[src/shared/radio_bank_regs.svh]
`ifndef RADIO_BANK_REGS_SVH
`define RADIO_BANK_REGS_SVH

// Register indices; byte address is four times the index
`define IDX_SHUTDOWN   10'h322
`define IDX_RX_POWER   10'h324
`define IDX_AUX_MON    10'h325
`define IDX_CONV_HI    10'h327
`define IDX_CONV_LO    10'h328
`define IDX_TRIP       10'h32d
`define IDX_EXT_DIV    10'h32e
`define IDX_AGC_DIV    10'h32f
`define IDX_SRC_PKT    10'h336
`define IDX_SRC_SYS    10'h337

// Reset values
`define RST_ZERO       8'h00
`define RST_EXT_DIV    8'h04
`define RST_AGC_DIV    8'h28

// Writable bits of each register
`define MASK_SHUTDOWN  8'h01
`define MASK_RX_POWER  8'h1f
`define MASK_AUX_MON   8'h03
`define MASK_TRIP      8'h1f
`define MASK_EXT_DIV   8'h0f
`define MASK_AGC_DIV   8'hff
`define MASK_SRC_PKT   8'hff
`define MASK_SRC_SYS   8'hd3

// Field positions
`define POS_POWER_OFF_REQ   0
`define POS_CONV_PWR        4
`define POS_LEVEL_PWR       3
`define POS_FILTER_PWR      2
`define POS_MIXER_PWR       1
`define POS_LNA_PWR         0
`define POS_TEMP_MON        1
`define POS_SUPPLY_MON      0
`define POS_SRC_WAKE_COUNT  7
`define POS_SRC_SMART_WAKE  6
`define POS_SRC_AES_DONE    5
`define POS_SRC_TX_END      4
`define POS_SRC_ADDR_MATCH  3
`define POS_SRC_CRC_PASS    2
`define POS_SRC_SYNC        1
`define POS_SRC_PREAMBLE    0
`define POS_SRC_SUPPLY_LOW  7
`define POS_SRC_CMD_READY   6
`define POS_SRC_WAKE_TIMER  4
`define POS_SRC_SPI_READY   1
`define POS_SRC_CMD_DONE    0

// Gain clock prescale: divisor times 16
`define AGC_PRESCALE_BITS   4

// Bus answers
`define RESP_OKAY      2'b00
`define RESP_DECERR    2'b11

`endif

[src/shared/radio_bank_pkg.sv]
package radio_bank_pkg;
    typedef logic [7:0]  reg_byte_t;
    typedef logic [11:0] axi_addr_t;
    typedef logic [31:0] axi_data_t;
    typedef logic [3:0]  axi_strb_t;
    typedef logic [1:0]  axi_resp_t;
    typedef logic [9:0]  reg_index_t;
endpackage : radio_bank_pkg

[src/hw/radio_tick_divider.sv]
`timescale 1ns/100ps
`default_nettype none
module radio_tick_divider #(
    parameter int W = 4
) (
    input  wire logic         CLK,
    input  wire logic         RESETN,
    input  wire logic         run,
    input  wire logic [W-1:0] divisor,
    output logic              tick
);
    logic [W-1:0] cnt_q;
    logic         tick_q;
    wire          idle = !run || (divisor == '0);
    wire          wrap = (cnt_q >= divisor - W'(1));

    // One tick every divisor cycles; zero divisor stops it
    always_ff @(posedge CLK or negedge RESETN) begin
        if (!RESETN) begin
            cnt_q  <= '0;
            tick_q <= 1'b0;
        end else if (idle) begin
            cnt_q  <= '0;
            tick_q <= 1'b0;
        end else if (wrap) begin
            cnt_q  <= '0;
            tick_q <= 1'b1;
        end else begin
            cnt_q  <= cnt_q + W'(1);
            tick_q <= 1'b0;
        end
    end

    assign tick = tick_q;
endmodule : radio_tick_divider
`default_nettype wire

[src/hw/radio_power_aux_irq_regs.sv]
`timescale 1ns/100ps
`default_nettype none
`include "radio_bank_regs.svh"
module radio_power_aux_irq_regs (
    input  wire logic                      CLK,
    input  wire logic                      RESETN,
    input  wire logic                      AWVALID,
    output logic                           AWREADY,
    input  wire radio_bank_pkg::axi_addr_t AWADDR,
    input  wire logic                      WVALID,
    output logic                           WREADY,
    input  wire radio_bank_pkg::axi_data_t WDATA,
    input  wire radio_bank_pkg::axi_strb_t WSTRB,
    output logic                           BVALID,
    input  wire logic                      BREADY,
    output radio_bank_pkg::axi_resp_t      BRESP,
    input  wire logic                      ARVALID,
    output logic                           ARREADY,
    input  wire radio_bank_pkg::axi_addr_t ARADDR,
    output logic                           RVALID,
    input  wire logic                      RREADY,
    output radio_bank_pkg::axi_data_t      RDATA,
    output radio_bank_pkg::axi_resp_t      RRESP,
    input  wire logic                      CHIP_SELECT,
    output logic                           POWER_OFF,
    output logic                           CONVERTER_POWER_ENABLE,
    output logic                           SIGNAL_STRENGTH_POWER_ENABLE,
    output logic                           IF_FILTER_POWER_ENABLE,
    output logic                           MIXER_POWER_ENABLE,
    output logic                           LOW_NOISE_AMP_POWER_ENABLE,
    output logic                           TEMPERATURE_MONITOR_ENABLE,
    output logic                           SUPPLY_MONITOR_ENABLE,
    output logic [4:0]                     SUPPLY_TRIP_CODE,
    input  wire logic                      SUPPLY_BELOW_TRIP,
    input  wire logic [7:0]                CONVERTER_RESULT,
    output logic                           CLOCK_OUTPUT_PIN,
    input  wire logic                      FSK_MODE,
    output logic                           GAIN_CLOCK_TICK,
    input  wire logic [15:0]               WAKE_EVENT_COUNT,
    input  wire logic [15:0]               WAKE_EVENT_LIMIT,
    input  wire logic                      SMART_WAKE_ACTIVE,
    input  wire logic [7:0]                SIGNAL_LEVEL,
    input  wire logic [7:0]                SMART_WAKE_LEVEL_LIMIT,
    input  wire logic                      CIPHER_LOADED,
    input  wire logic                      CIPHER_DONE,
    input  wire logic                      PACKET_MODE,
    input  wire logic                      TX_END,
    input  wire logic                      ADDRESS_MATCH,
    input  wire logic                      CRC_PASS,
    input  wire logic                      SYNC_FOUND,
    input  wire logic                      PREAMBLE_FOUND,
    input  wire logic                      CMD_READY,
    input  wire logic                      WAKE_TIMER_EXPIRED,
    input  wire logic                      SPI_READY,
    input  wire logic                      CMD_DONE
);
    import radio_bank_pkg::*;

    // Bus holding registers
    logic       aw_full_q;
    reg_index_t aw_idx_q;
    logic       w_full_q;
    reg_byte_t  w_byte_q;
    logic       w_lane_q;
    logic       bvalid_q;
    axi_resp_t  bresp_q;
    logic       rvalid_q;
    axi_data_t  rdata_q;
    axi_resp_t  rresp_q;
    // Bank registers
    reg_byte_t  shut_q;
    reg_byte_t  rx_q;
    reg_byte_t  aux_q;
    reg_byte_t  trip_q;
    reg_byte_t  ext_q;
    reg_byte_t  agc_q;
    reg_byte_t  src_pkt_q;
    reg_byte_t  src_sys_q;
    reg_byte_t  src_pkt_d;
    reg_byte_t  src_sys_d;
    // Pin synchronisers and registered power-off output
    logic       cs_s1_q;
    logic       cs_s2_q;
    logic       low_s1_q;
    logic       low_s2_q;
    logic       power_off_q;
    // Write channel
    wire aw_take = AWVALID && AWREADY;
    wire w_take  = WVALID && WREADY;
    wire wr_go   = aw_full_q && w_full_q && !bvalid_q;
    wire wr_en   = wr_go && w_lane_q;
    wire wh_shut = aw_idx_q == `IDX_SHUTDOWN;
    wire wh_rx   = aw_idx_q == `IDX_RX_POWER;
    wire wh_aux  = aw_idx_q == `IDX_AUX_MON;
    wire wh_chi  = aw_idx_q == `IDX_CONV_HI;
    wire wh_clo  = aw_idx_q == `IDX_CONV_LO;
    wire wh_trip = aw_idx_q == `IDX_TRIP;
    wire wh_ext  = aw_idx_q == `IDX_EXT_DIV;
    wire wh_agc  = aw_idx_q == `IDX_AGC_DIV;
    wire wh_spkt = aw_idx_q == `IDX_SRC_PKT;
    wire wh_ssys = aw_idx_q == `IDX_SRC_SYS;
    wire wh_any  = wh_shut | wh_rx | wh_aux | wh_chi | wh_clo | wh_trip |
                   wh_ext | wh_agc | wh_spkt | wh_ssys;

    assign AWREADY = !aw_full_q;
    assign WREADY  = !w_full_q;
    assign BVALID  = bvalid_q;
    assign BRESP   = bresp_q;
    always_ff @(posedge CLK or negedge RESETN) begin
        if (!RESETN) begin
            aw_full_q <= 1'b0;
            aw_idx_q  <= '0;
        end else if (aw_take) begin
            aw_full_q <= 1'b1;
            aw_idx_q  <= AWADDR[11:2];
        end else if (wr_go) begin
            aw_full_q <= 1'b0;
        end
    end

    always_ff @(posedge CLK or negedge RESETN) begin
        if (!RESETN) begin
            w_full_q <= 1'b0;
            w_byte_q <= '0;
            w_lane_q <= 1'b0;
        end else if (w_take) begin
            w_full_q <= 1'b1;
            w_byte_q <= WDATA[7:0];
            w_lane_q <= WSTRB[0];
        end else if (wr_go) begin
            w_full_q <= 1'b0;
        end
    end

    always_ff @(posedge CLK or negedge RESETN) begin
        if (!RESETN) begin
            bvalid_q <= 1'b0;
            bresp_q  <= `RESP_OKAY;
        end else if (wr_go) begin
            bvalid_q <= 1'b1;
            bresp_q  <= wh_any ? `RESP_OKAY : `RESP_DECERR;
        end else if (BREADY) begin
            bvalid_q <= 1'b0;
        end
    end

    // Plain register writes, reserved bits dropped
    always_ff @(posedge CLK or negedge RESETN) begin
        if (!RESETN) begin
            shut_q <= `RST_ZERO;
            rx_q   <= `RST_ZERO;
            aux_q  <= `RST_ZERO;
            trip_q <= `RST_ZERO;
            ext_q  <= `RST_EXT_DIV;
            agc_q  <= `RST_AGC_DIV;
        end else if (wr_en) begin
            if (wh_shut) shut_q <= w_byte_q & `MASK_SHUTDOWN;
            if (wh_rx)   rx_q   <= w_byte_q & `MASK_RX_POWER;
            if (wh_aux)  aux_q  <= w_byte_q & `MASK_AUX_MON;
            if (wh_trip) trip_q <= w_byte_q & `MASK_TRIP;
            if (wh_ext)  ext_q  <= w_byte_q & `MASK_EXT_DIV;
            if (wh_agc)  agc_q  <= w_byte_q & `MASK_AGC_DIV;
        end
    end

    // Event sources, set wins over a write-one clear
    wire [7:0] clr_pkt = (wr_en && wh_spkt) ? w_byte_q : 8'h00;
    wire [7:0] clr_sys = (wr_en && wh_ssys) ? w_byte_q : 8'h00;
    wire [7:0] set_pkt;
    wire [7:0] set_sys;

    assign set_pkt[`POS_SRC_WAKE_COUNT] =
        WAKE_EVENT_COUNT == WAKE_EVENT_LIMIT;
    assign set_pkt[`POS_SRC_SMART_WAKE] =
        SMART_WAKE_ACTIVE && (SIGNAL_LEVEL > SMART_WAKE_LEVEL_LIMIT);
    assign set_pkt[`POS_SRC_AES_DONE]   = CIPHER_LOADED && CIPHER_DONE;
    assign set_pkt[`POS_SRC_TX_END]     = PACKET_MODE && TX_END;
    assign set_pkt[`POS_SRC_ADDR_MATCH] = PACKET_MODE && ADDRESS_MATCH;
    assign set_pkt[`POS_SRC_CRC_PASS]   = PACKET_MODE && CRC_PASS;
    assign set_pkt[`POS_SRC_SYNC]       = SYNC_FOUND;
    assign set_pkt[`POS_SRC_PREAMBLE]   = PREAMBLE_FOUND;
    assign set_sys[`POS_SRC_SUPPLY_LOW] =
        aux_q[`POS_SUPPLY_MON] && low_s2_q;
    assign set_sys[`POS_SRC_CMD_READY]  = CMD_READY;
    assign set_sys[5]                   = 1'b0;
    assign set_sys[`POS_SRC_WAKE_TIMER] = WAKE_TIMER_EXPIRED;
    assign set_sys[3:2]                 = 2'b00;
    assign set_sys[`POS_SRC_SPI_READY]  = SPI_READY;
    assign set_sys[`POS_SRC_CMD_DONE]   = CMD_DONE;
    assign src_pkt_d = (src_pkt_q & ~clr_pkt) | set_pkt;
    assign src_sys_d = ((src_sys_q & ~clr_sys) | set_sys)
                       & `MASK_SRC_SYS;

    always_ff @(posedge CLK or negedge RESETN) begin
        if (!RESETN) begin
            src_pkt_q <= `RST_ZERO;
            src_sys_q <= `RST_ZERO;
        end else begin
            src_pkt_q <= src_pkt_d;
            src_sys_q <= src_sys_d;
        end
    end

    // Pin inputs through two flops
    always_ff @(posedge CLK or negedge RESETN) begin
        if (!RESETN) begin
            cs_s1_q  <= 1'b0;
            cs_s2_q  <= 1'b0;
            low_s1_q <= 1'b0;
            low_s2_q <= 1'b0;
        end else begin
            cs_s1_q  <= CHIP_SELECT;
            cs_s2_q  <= cs_s1_q;
            low_s1_q <= SUPPLY_BELOW_TRIP;
            low_s2_q <= low_s1_q;
        end
    end

    always_ff @(posedge CLK or negedge RESETN) begin
        if (!RESETN) begin
            power_off_q <= 1'b0;
        end else begin
            power_off_q <= shut_q[`POS_POWER_OFF_REQ] && cs_s2_q;
        end
    end

    assign POWER_OFF                    = power_off_q;
    assign CONVERTER_POWER_ENABLE       = rx_q[`POS_CONV_PWR];
    assign SIGNAL_STRENGTH_POWER_ENABLE = rx_q[`POS_LEVEL_PWR];
    assign IF_FILTER_POWER_ENABLE       = rx_q[`POS_FILTER_PWR];
    assign MIXER_POWER_ENABLE           = rx_q[`POS_MIXER_PWR];
    assign LOW_NOISE_AMP_POWER_ENABLE   = rx_q[`POS_LNA_PWR];
    assign TEMPERATURE_MONITOR_ENABLE   = aux_q[`POS_TEMP_MON];
    assign SUPPLY_MONITOR_ENABLE        = aux_q[`POS_SUPPLY_MON];
    assign SUPPLY_TRIP_CODE             = trip_q[4:0];
    // Clock dividers
    radio_tick_divider #(.W(4)) u_ext_div (
        .CLK     (CLK),
        .RESETN  (RESETN),
        .run     (1'b1),
        .divisor (ext_q[3:0]),
        .tick    (CLOCK_OUTPUT_PIN)
    );
    radio_tick_divider #(.W(8 + `AGC_PRESCALE_BITS)) u_agc_div (
        .CLK     (CLK),
        .RESETN  (RESETN),
        .run     (FSK_MODE),
        .divisor ({agc_q, {`AGC_PRESCALE_BITS{1'b0}}}),
        .tick    (GAIN_CLOCK_TICK)
    );

    // Read channel
    wire       ar_take = ARVALID && ARREADY;
    wire [9:0] ar_idx  = ARADDR[11:2];
    wire rh_shut = ar_idx == `IDX_SHUTDOWN;
    wire rh_rx   = ar_idx == `IDX_RX_POWER;
    wire rh_aux  = ar_idx == `IDX_AUX_MON;
    wire rh_chi  = ar_idx == `IDX_CONV_HI;
    wire rh_clo  = ar_idx == `IDX_CONV_LO;
    wire rh_trip = ar_idx == `IDX_TRIP;
    wire rh_ext  = ar_idx == `IDX_EXT_DIV;
    wire rh_agc  = ar_idx == `IDX_AGC_DIV;
    wire rh_spkt = ar_idx == `IDX_SRC_PKT;
    wire rh_ssys = ar_idx == `IDX_SRC_SYS;
    wire rh_any  = rh_shut | rh_rx | rh_aux | rh_chi | rh_clo | rh_trip |
                   rh_ext | rh_agc | rh_spkt | rh_ssys;
    wire [7:0] conv_hi = {2'b00, CONVERTER_RESULT[7:2]};
    wire [7:0] conv_lo = {CONVERTER_RESULT[1:0], 6'b000000};
    wire [7:0] rd_byte = ({8{rh_shut}} & shut_q)
                       | ({8{rh_rx}}   & rx_q)
                       | ({8{rh_aux}}  & aux_q)
                       | ({8{rh_chi}}  & conv_hi)
                       | ({8{rh_clo}}  & conv_lo)
                       | ({8{rh_trip}} & trip_q)
                       | ({8{rh_ext}}  & ext_q)
                       | ({8{rh_agc}}  & agc_q)
                       | ({8{rh_spkt}} & src_pkt_q)
                       | ({8{rh_ssys}} & src_sys_q);
    assign ARREADY = !rvalid_q;
    assign RVALID  = rvalid_q;
    assign RDATA   = rdata_q;
    assign RRESP   = rresp_q;
    always_ff @(posedge CLK or negedge RESETN) begin
        if (!RESETN) begin
            rvalid_q <= 1'b0;
            rdata_q  <= '0;
            rresp_q  <= `RESP_OKAY;
        end else if (ar_take) begin
            rvalid_q <= 1'b1;
            rdata_q  <= {24'h000000, rd_byte};
            rresp_q  <= rh_any ? `RESP_OKAY : `RESP_DECERR;
        end else if (RREADY) begin
            rvalid_q <= 1'b0;
        end
    end
endmodule : radio_power_aux_irq_regs
`default_nettype wire

[config.mk]
export PLATFORM = sky130hd
export DESIGN_NAME = radio_power_aux_irq_regs
export DESIGN_NICKNAME = d
export VERILOG_FILES = /design/src/shared/radio_bank_pkg.sv /design/src/hw/radio_tick_divider.sv /design/src/hw/radio_power_aux_irq_regs.sv
export VERILOG_INCLUDE_DIRS = /design/src /design/src/shared
export SDC_FILE = /design/constraint.sdc
export NUM_CORES = 1
export LEC_CHECK = 0
export BUFFER_PORTS_ARGS = -buffer_cell sky130_fd_sc_hd__buf_2
export CAP_MARGIN = 25
export CORE_ASPECT_RATIO = 0.75
export CORE_UTILIZATION = 45
export CTS_CLUSTER_SIZE = 20
export DETAILED_ROUTE_END_ITERATION = 16
export PLACE_DENSITY = 0.8
export SYNTH_ARGS = -nofsm -noshare
export SYNTH_HDL_FRONTEND = slang
export SYNTH_SLANG_ARGS = --single-unit
[constraint.sdc]
create_clock -name CLK -period 2.17 [get_ports CLK]
set_input_delay 0.434 -clock CLK [delete_from_list [all_inputs] [get_ports CLK]]
set_output_delay 0.434 -clock CLK [all_outputs]
set_load 0.05 [all_outputs]
Yosys cells after proc, flatten, opt, wreduce, memory -nomap -nowiden
Cells that the tools add are included.
W data, S select, Z words.

word-level totals
  bits in registers = 96
  output and inout port bits = 56

cells by class
  add/subtract/negate cells = 4
  $lt $le $gt $ge = 3
  eq/ne operators = 21
  multiplexer cells = 19
  bitwise operators = 43
  reduce and logical (&&, ||, !) cells = 33

operator list
  operator                 number
  $eq A10 B10 Y1 const B   20
  $or A8 B8 Y8             11
  $and A8 B8 Y8            6
  $mux W12                 2
  $or A1 B1 Y1             18
  $and A8 B5 Y8            2
  $eq A16 B16 Y1           1
  $mux W8                  2
  $not A8 Y8               2
  $logic_and A1 B1 Y1      15
  $add A12 B1 Y12 const B  1
  $ge A12 B12 Y1           1
  $logic_not A12 Y1        1
  $reduce_and A2 Y1        6
  $sub A12 B1 Y12 const B  1
  $mux W1                  11
  $and A8 B1 Y8            1
  $and A8 B2 Y8            1
  $and A8 B4 Y8            1
  $and A8 B6 Y8            1
  $gt A8 B8 Y1             1
  $mux W4                  2
  $reduce_bool A2 Y1       4
  $logic_not A1 Y1         5
  other kinds (6)          7

Logic depth before layout (Yosys ltp)
  depth in word-level cells = 11
  mapped depth = 11

By module
A second synthesis with hierarchy kept.

unflattened totals
  cell total of the unflattened synthesis = 518
  area total of the unflattened synthesis = 5437.7 µm²

by module, submodules not included
  module                           instances  cells each  area an instance (µm²)  seq. area each (µm²)
  radio_power_aux_irq_regs         1          366         4023.9                  1905.6
  radio_tick_divider at u_agc_div  1          120         1066.0                  325.3
  radio_tick_divider at u_ext_div  1          32          347.8                   125.1

Worst setup path after synthesis
No wires, ideal clock.

  path kind = reg2reg
  start = register agc_q[5]
  end = register u_agc_div.cnt_q[7]
  library setup time = 0.072 ns
  arrival = 2.283 ns
  setup slack = -0.184 ns
  cell stages (with the launch flop) = 12
  path buffers = 1
  cells stage by stage = dfstp_2 -> nor4_1 -> nor2b_1 -> nand2_1 -> xor2_1 -> ha_1 -> and3_1 -> a221oi_1 -> o21a_1 -> nand3_1 -> buf_2 -> nor2_1

between the ends
  cells in the longest elaborated chain, start to end = 4
  elaborated cells on any way between the ends = 6

RTL lines
  element                 line                             RTL
  start, declared         radio_power_aux_irq_regs.sv:76   reg_byte_t agc_q;
  start signal, assigned  radio_power_aux_irq_regs.sv:155  agc_q <= `RST_AGC_DIV;
  start signal, assigned  radio_power_aux_irq_regs.sv:162  if (wh_agc) agc_q <= w_byte_q & `MASK_AGC_DIV;
  $sub A12 B1 Y12         radio_tick_divider.sv:15         wire wrap = (cnt_q >= divisor - W'(1));
  $ge A12 B12 Y1          radio_tick_divider.sv:15
  $mux W12                radio_tick_divider.sv:25         end else if (wrap) begin
  $mux W12 (*)            radio_tick_divider.sv:22         end else if (idle) begin
  end signal, assigned    radio_tick_divider.sv:29         cnt_q <= cnt_q + W'(1);
  end, declared           radio_tick_divider.sv:12         logic [W-1:0] cnt_q;

Mark *: on every way between the ends. The rest lies on a longest branch, timed or not.
A chain may end at the register's enable or synchronous reset.

Worst setup path in the final report
  start = register agc_q[3]
  end = register u_agc_div.cnt_q[8]

Same word-level chain as after synthesis.

==> results.json <==
{
  "grt_pass1_wl_mm": 20.1,
  "synth_top_area_cell": "dfrtp_1",
  "drt-initial-drc-count": 245,
  "grt_pass1_vias": 4010,
  "worst_slack_ns": -0.268,
  "die_area_um2": 12000,
  "cts_tree": "yes",
  "hpwl_mm": 10.1,
  "setup_viol": 13,
  "relSlewSlack_pct": 55.7,
  "violations": "setup timing",
  "post-route-drc-count": 0,
  "synth.avg_cell_area_um2": 10.7,
  "fin_crit_ns": 2.44,
  "leakage_nw": 3.24,
  "portBuffers": 139,
  "netSwitchingFraction_pct": 34.7,
  "power.switching_mw": 1.87,
  "fin_crit_sh_pct": 112,
  "slew_violations": 0,
  "layout_common_cells": "138 x buf_2, 91 x dfrtp_1, 50 x mux2_2",
  "wl_per_cell_um": 16.6,
  "viasPerCell": 5.30,
  "synth_flop_cell": "dfrtp_1",
  "seq_power_share_pct": 44.3,
  "clk_latency_ns": 0.35,
  "maxCapViolations": 0,
  "power_frac_comb_pct": 25.8,
  "cp_cell_sequence": "nor4_4 -> nor2b_4 -> nand2_2 -> xor2_1 -> ha_1 -> and3_4 -> a221oi_4 -> o21a_4 -> nand3_4 -> nor2_2",
  "clkPwrFrac_pct": 30.0,
  "tightestPinTransition_ns": 0.664,
  "timing.fmax_ghz": 0.410,
  "nets": 810,
  "intPower_mw": 3.51,
  "setup_tns_ns": -3.08,
  "seq_area_frac_synth_pct": 45.4,
  "vias": 4190,
  "worstSetupPathType": "reg2reg",
  "yosys.area.top_type_share_pct": 43.8,
  "syn_inst": 485,
  "irDropWorstVdd_mv": 0.814,
  "cp_top_family": "simple AND/OR/NAND/NOR gates",
  "place_congestion": 0.896,
  "cp_max_fo": 6,
  "path_buf_inv": 0,
  "power_density_nw_per_um2": 823,
  "hold_class": "in2async",
  "grt.total_usage_pct": 22.3,
  "n_antenna_cell": 0,
  "synth_area_leaders": "dfrtp_1 44%, mux2_2 11%, ha_1 6.0%",
  "clk_transition_reported_paths_ns": 0.07,
  "layout-area-overhead-vs-synth_pct": 25.7,
  "die_h_um": 95.0,
  "cts_num_sinks": 94,
  "dr.pass1.iters": 4,
  "yosys_warnings": 0,
  "rows": 33,
  "cp.arrival_ns": 2.71,
  "mostFrequentLayoutCell": "buf_2",
  "rsz0062_at_grt": "true",
  "ios": 195,
  "totalWireLength_mm": 13.1,
  "power_mw": 5.38,
  "die_width_um": 126,
  "layout-drive-gt1-share_pct": 39.0,
  "ys_ff_latch": 94,
  "antenna_found_initial": 0,
  "ant_nets": 0,
  "grt-ovfl-total": 0,
  "slowest_stage": "dfstp_2",
  "async_reset_ff_share_pct": 100,
  "end_kind": "register",
  "clock_path_buffers": 2,
  "dpl.cell_count": 772,
  "cts_buffers": 9,
  "hold_viol": 0,
  "synth_edf_count": 0,
  "required_ns": 2.45,
  "initial_utilization_pct": 46.9,
  "grt_max_degree": 43,
  "fin_skew_ns": 0.00916,
  "status": "finished, violations left",
  "h-tree-depth": 3,
  "stdcell_count": 791,
  "startpoint_type": "register",
  "synth.distinct_cells": 53,
  "netlist_area_um2": 5190,
  "cp_slowest_stage_delay_ns": 0.38,
  "root_buffer": "clkbuf_16",
  "core_area_um2": 11100
}
## registers in the layout, summed over array words and instances, names as in the netlist, 2 cells and up
register	flops
u_ext_div.cnt_q	4
ext_q	4
aux_q	2
rx_q	5
w_byte_q	8
src_pkt_q	8
agc_q	8
trip_q	5
RDATA	8
aw_idx_q	10
u_agc_div.cnt_q	12
src_sys_q	5
## per-stage QoR
step | worst slack [ns] | hold slack, ns | instance area [um^2] | utilization, %
2_1_floorplan | -0.0922 | 0.138 | 5310 | -
3_3_place_gp | -0.184 | 0.332 | 6120 | 55.3
3_5_place_dp | -0.288 | 0.338 | 6120 | 55.3
4_1_cts | -0.205 | 0.0787 | 6470 | 58.5
5_1_grt | -0.397 | 0.0983 | 6530 | 59.0
6_report | -0.268 | 0.0725 | 6530 | 59.0
## cells in the mapped netlist, drive strengths merged, types with 2 or more instances
cell type	instances
dfrtp	91
mux2	50
nor2	40
buf	34
nand2	34
ha	25
xnor2	21
inv	19
a21oi	17
xor2	17
nand3	15
a21o	11
nor3	10
o21ai	9
nand4	8
nor2b	8
a31oi	7
nor3b	6
a22o	5
and3	5
a221oi	4
and2	4
clkbuf	4
nand3b	4
nor4	4
a22oi	3
dfstp	3
mux2i	3
o21a	3
a32oi	2
nand4b	2
nor4b	2
o211ai	2
## layout make-up
| class | instances | area, um^2 |
|---|---|---|
| fill | 929 | 4540 |
| multi-input combinational | 358 | 2710 |
| sequential | 94 | 2360 |
| timing repair buffer | 164 | 902 |
| clock buffer | 10 | 239 |
| tap | 140 | 175 |
| inverter | 19 | 71.3 |
| clock inverter | 6 | 70.1 |
## routing by layer
layer	up-vias	routed length [um]	GRT usage, %
met5	-	0	0
met4	0	234	6.53
met3	22	1060	8.25
met2	168	6200	34.6
met1	2013	5640	29.3
li1	1987	-	-
## power by group through the flow
| stage | clock (mW) | combinational [mW] | sequential (mW) |
|---|---|---|---|
| CTS | 1.65 | 1.38 | 2.37 |
| global placement | 0 | 1.30 | 2.38 |
| global route | 1.72 | 1.49 | 2.42 |
| floorplan | 0 | 0.907 | 2.41 |
| detailed placement | 0 | 1.35 | 2.40 |
| finish | 1.61 | 1.38 | 2.38 |
## logic make-up (layout without fill, tap and decap cells)
kind of cell               after synthesis  in the layout  share of synthesized area, %
muxes                                   53             53                          11.4
DFF                                     94             94                          45.4
adders and majority gates               25             25                          6.02
AOI/OAI and AO/OA                       71             71                          9.32
and+or+nand+nor                        146            147                          15.3
other                                    1             24                        0.0722
xor gates and xnor gates                38             38                          6.41
buffers and inverters                   57            199                          6.09
## worst register-to-register path, cell delays in order, from the launching register on
cell	delay (ns)
dfstp_2	0.38
nor4_4	0.29
nor2b_4	0.20
nand2_2	0.06
xor2_1	0.15
ha_1	0.31
and3_4	0.18
a221oi_4	0.32
o21a_4	0.22
nand3_4	0.12
nor2_2	0.14
## path summary, 6_finish.rpt
check	from	endpoint	slack, ns	cells after the start
setup reg to reg	agc_q[3]	u_agc_div.cnt_q[8]	-0.27	10
hold reg to reg	low_s1_q	low_s2_q	0.35	0
hold / removal	RESETN	rx_q[1]	0.07	1
min in group CLK	SUPPLY_BELOW_TRIP	low_s1_q	0.20	1
max in group asynchronous	RESETN	ext_q[2]	1.45	2
setup / recovery	agc_q[3]	u_agc_div.cnt_q[8]	-0.27	10
## timing repair
action                                  in CTS  in global routing
resized for setup                            5                 12
gates cloned                                 1                  0
pin swaps                                    7                  1
setup buffers                                1                  1
endpoints found under the setup margin      13                 13
hold buffers                                 0                  0
Power figures use the tool's default switching activity.
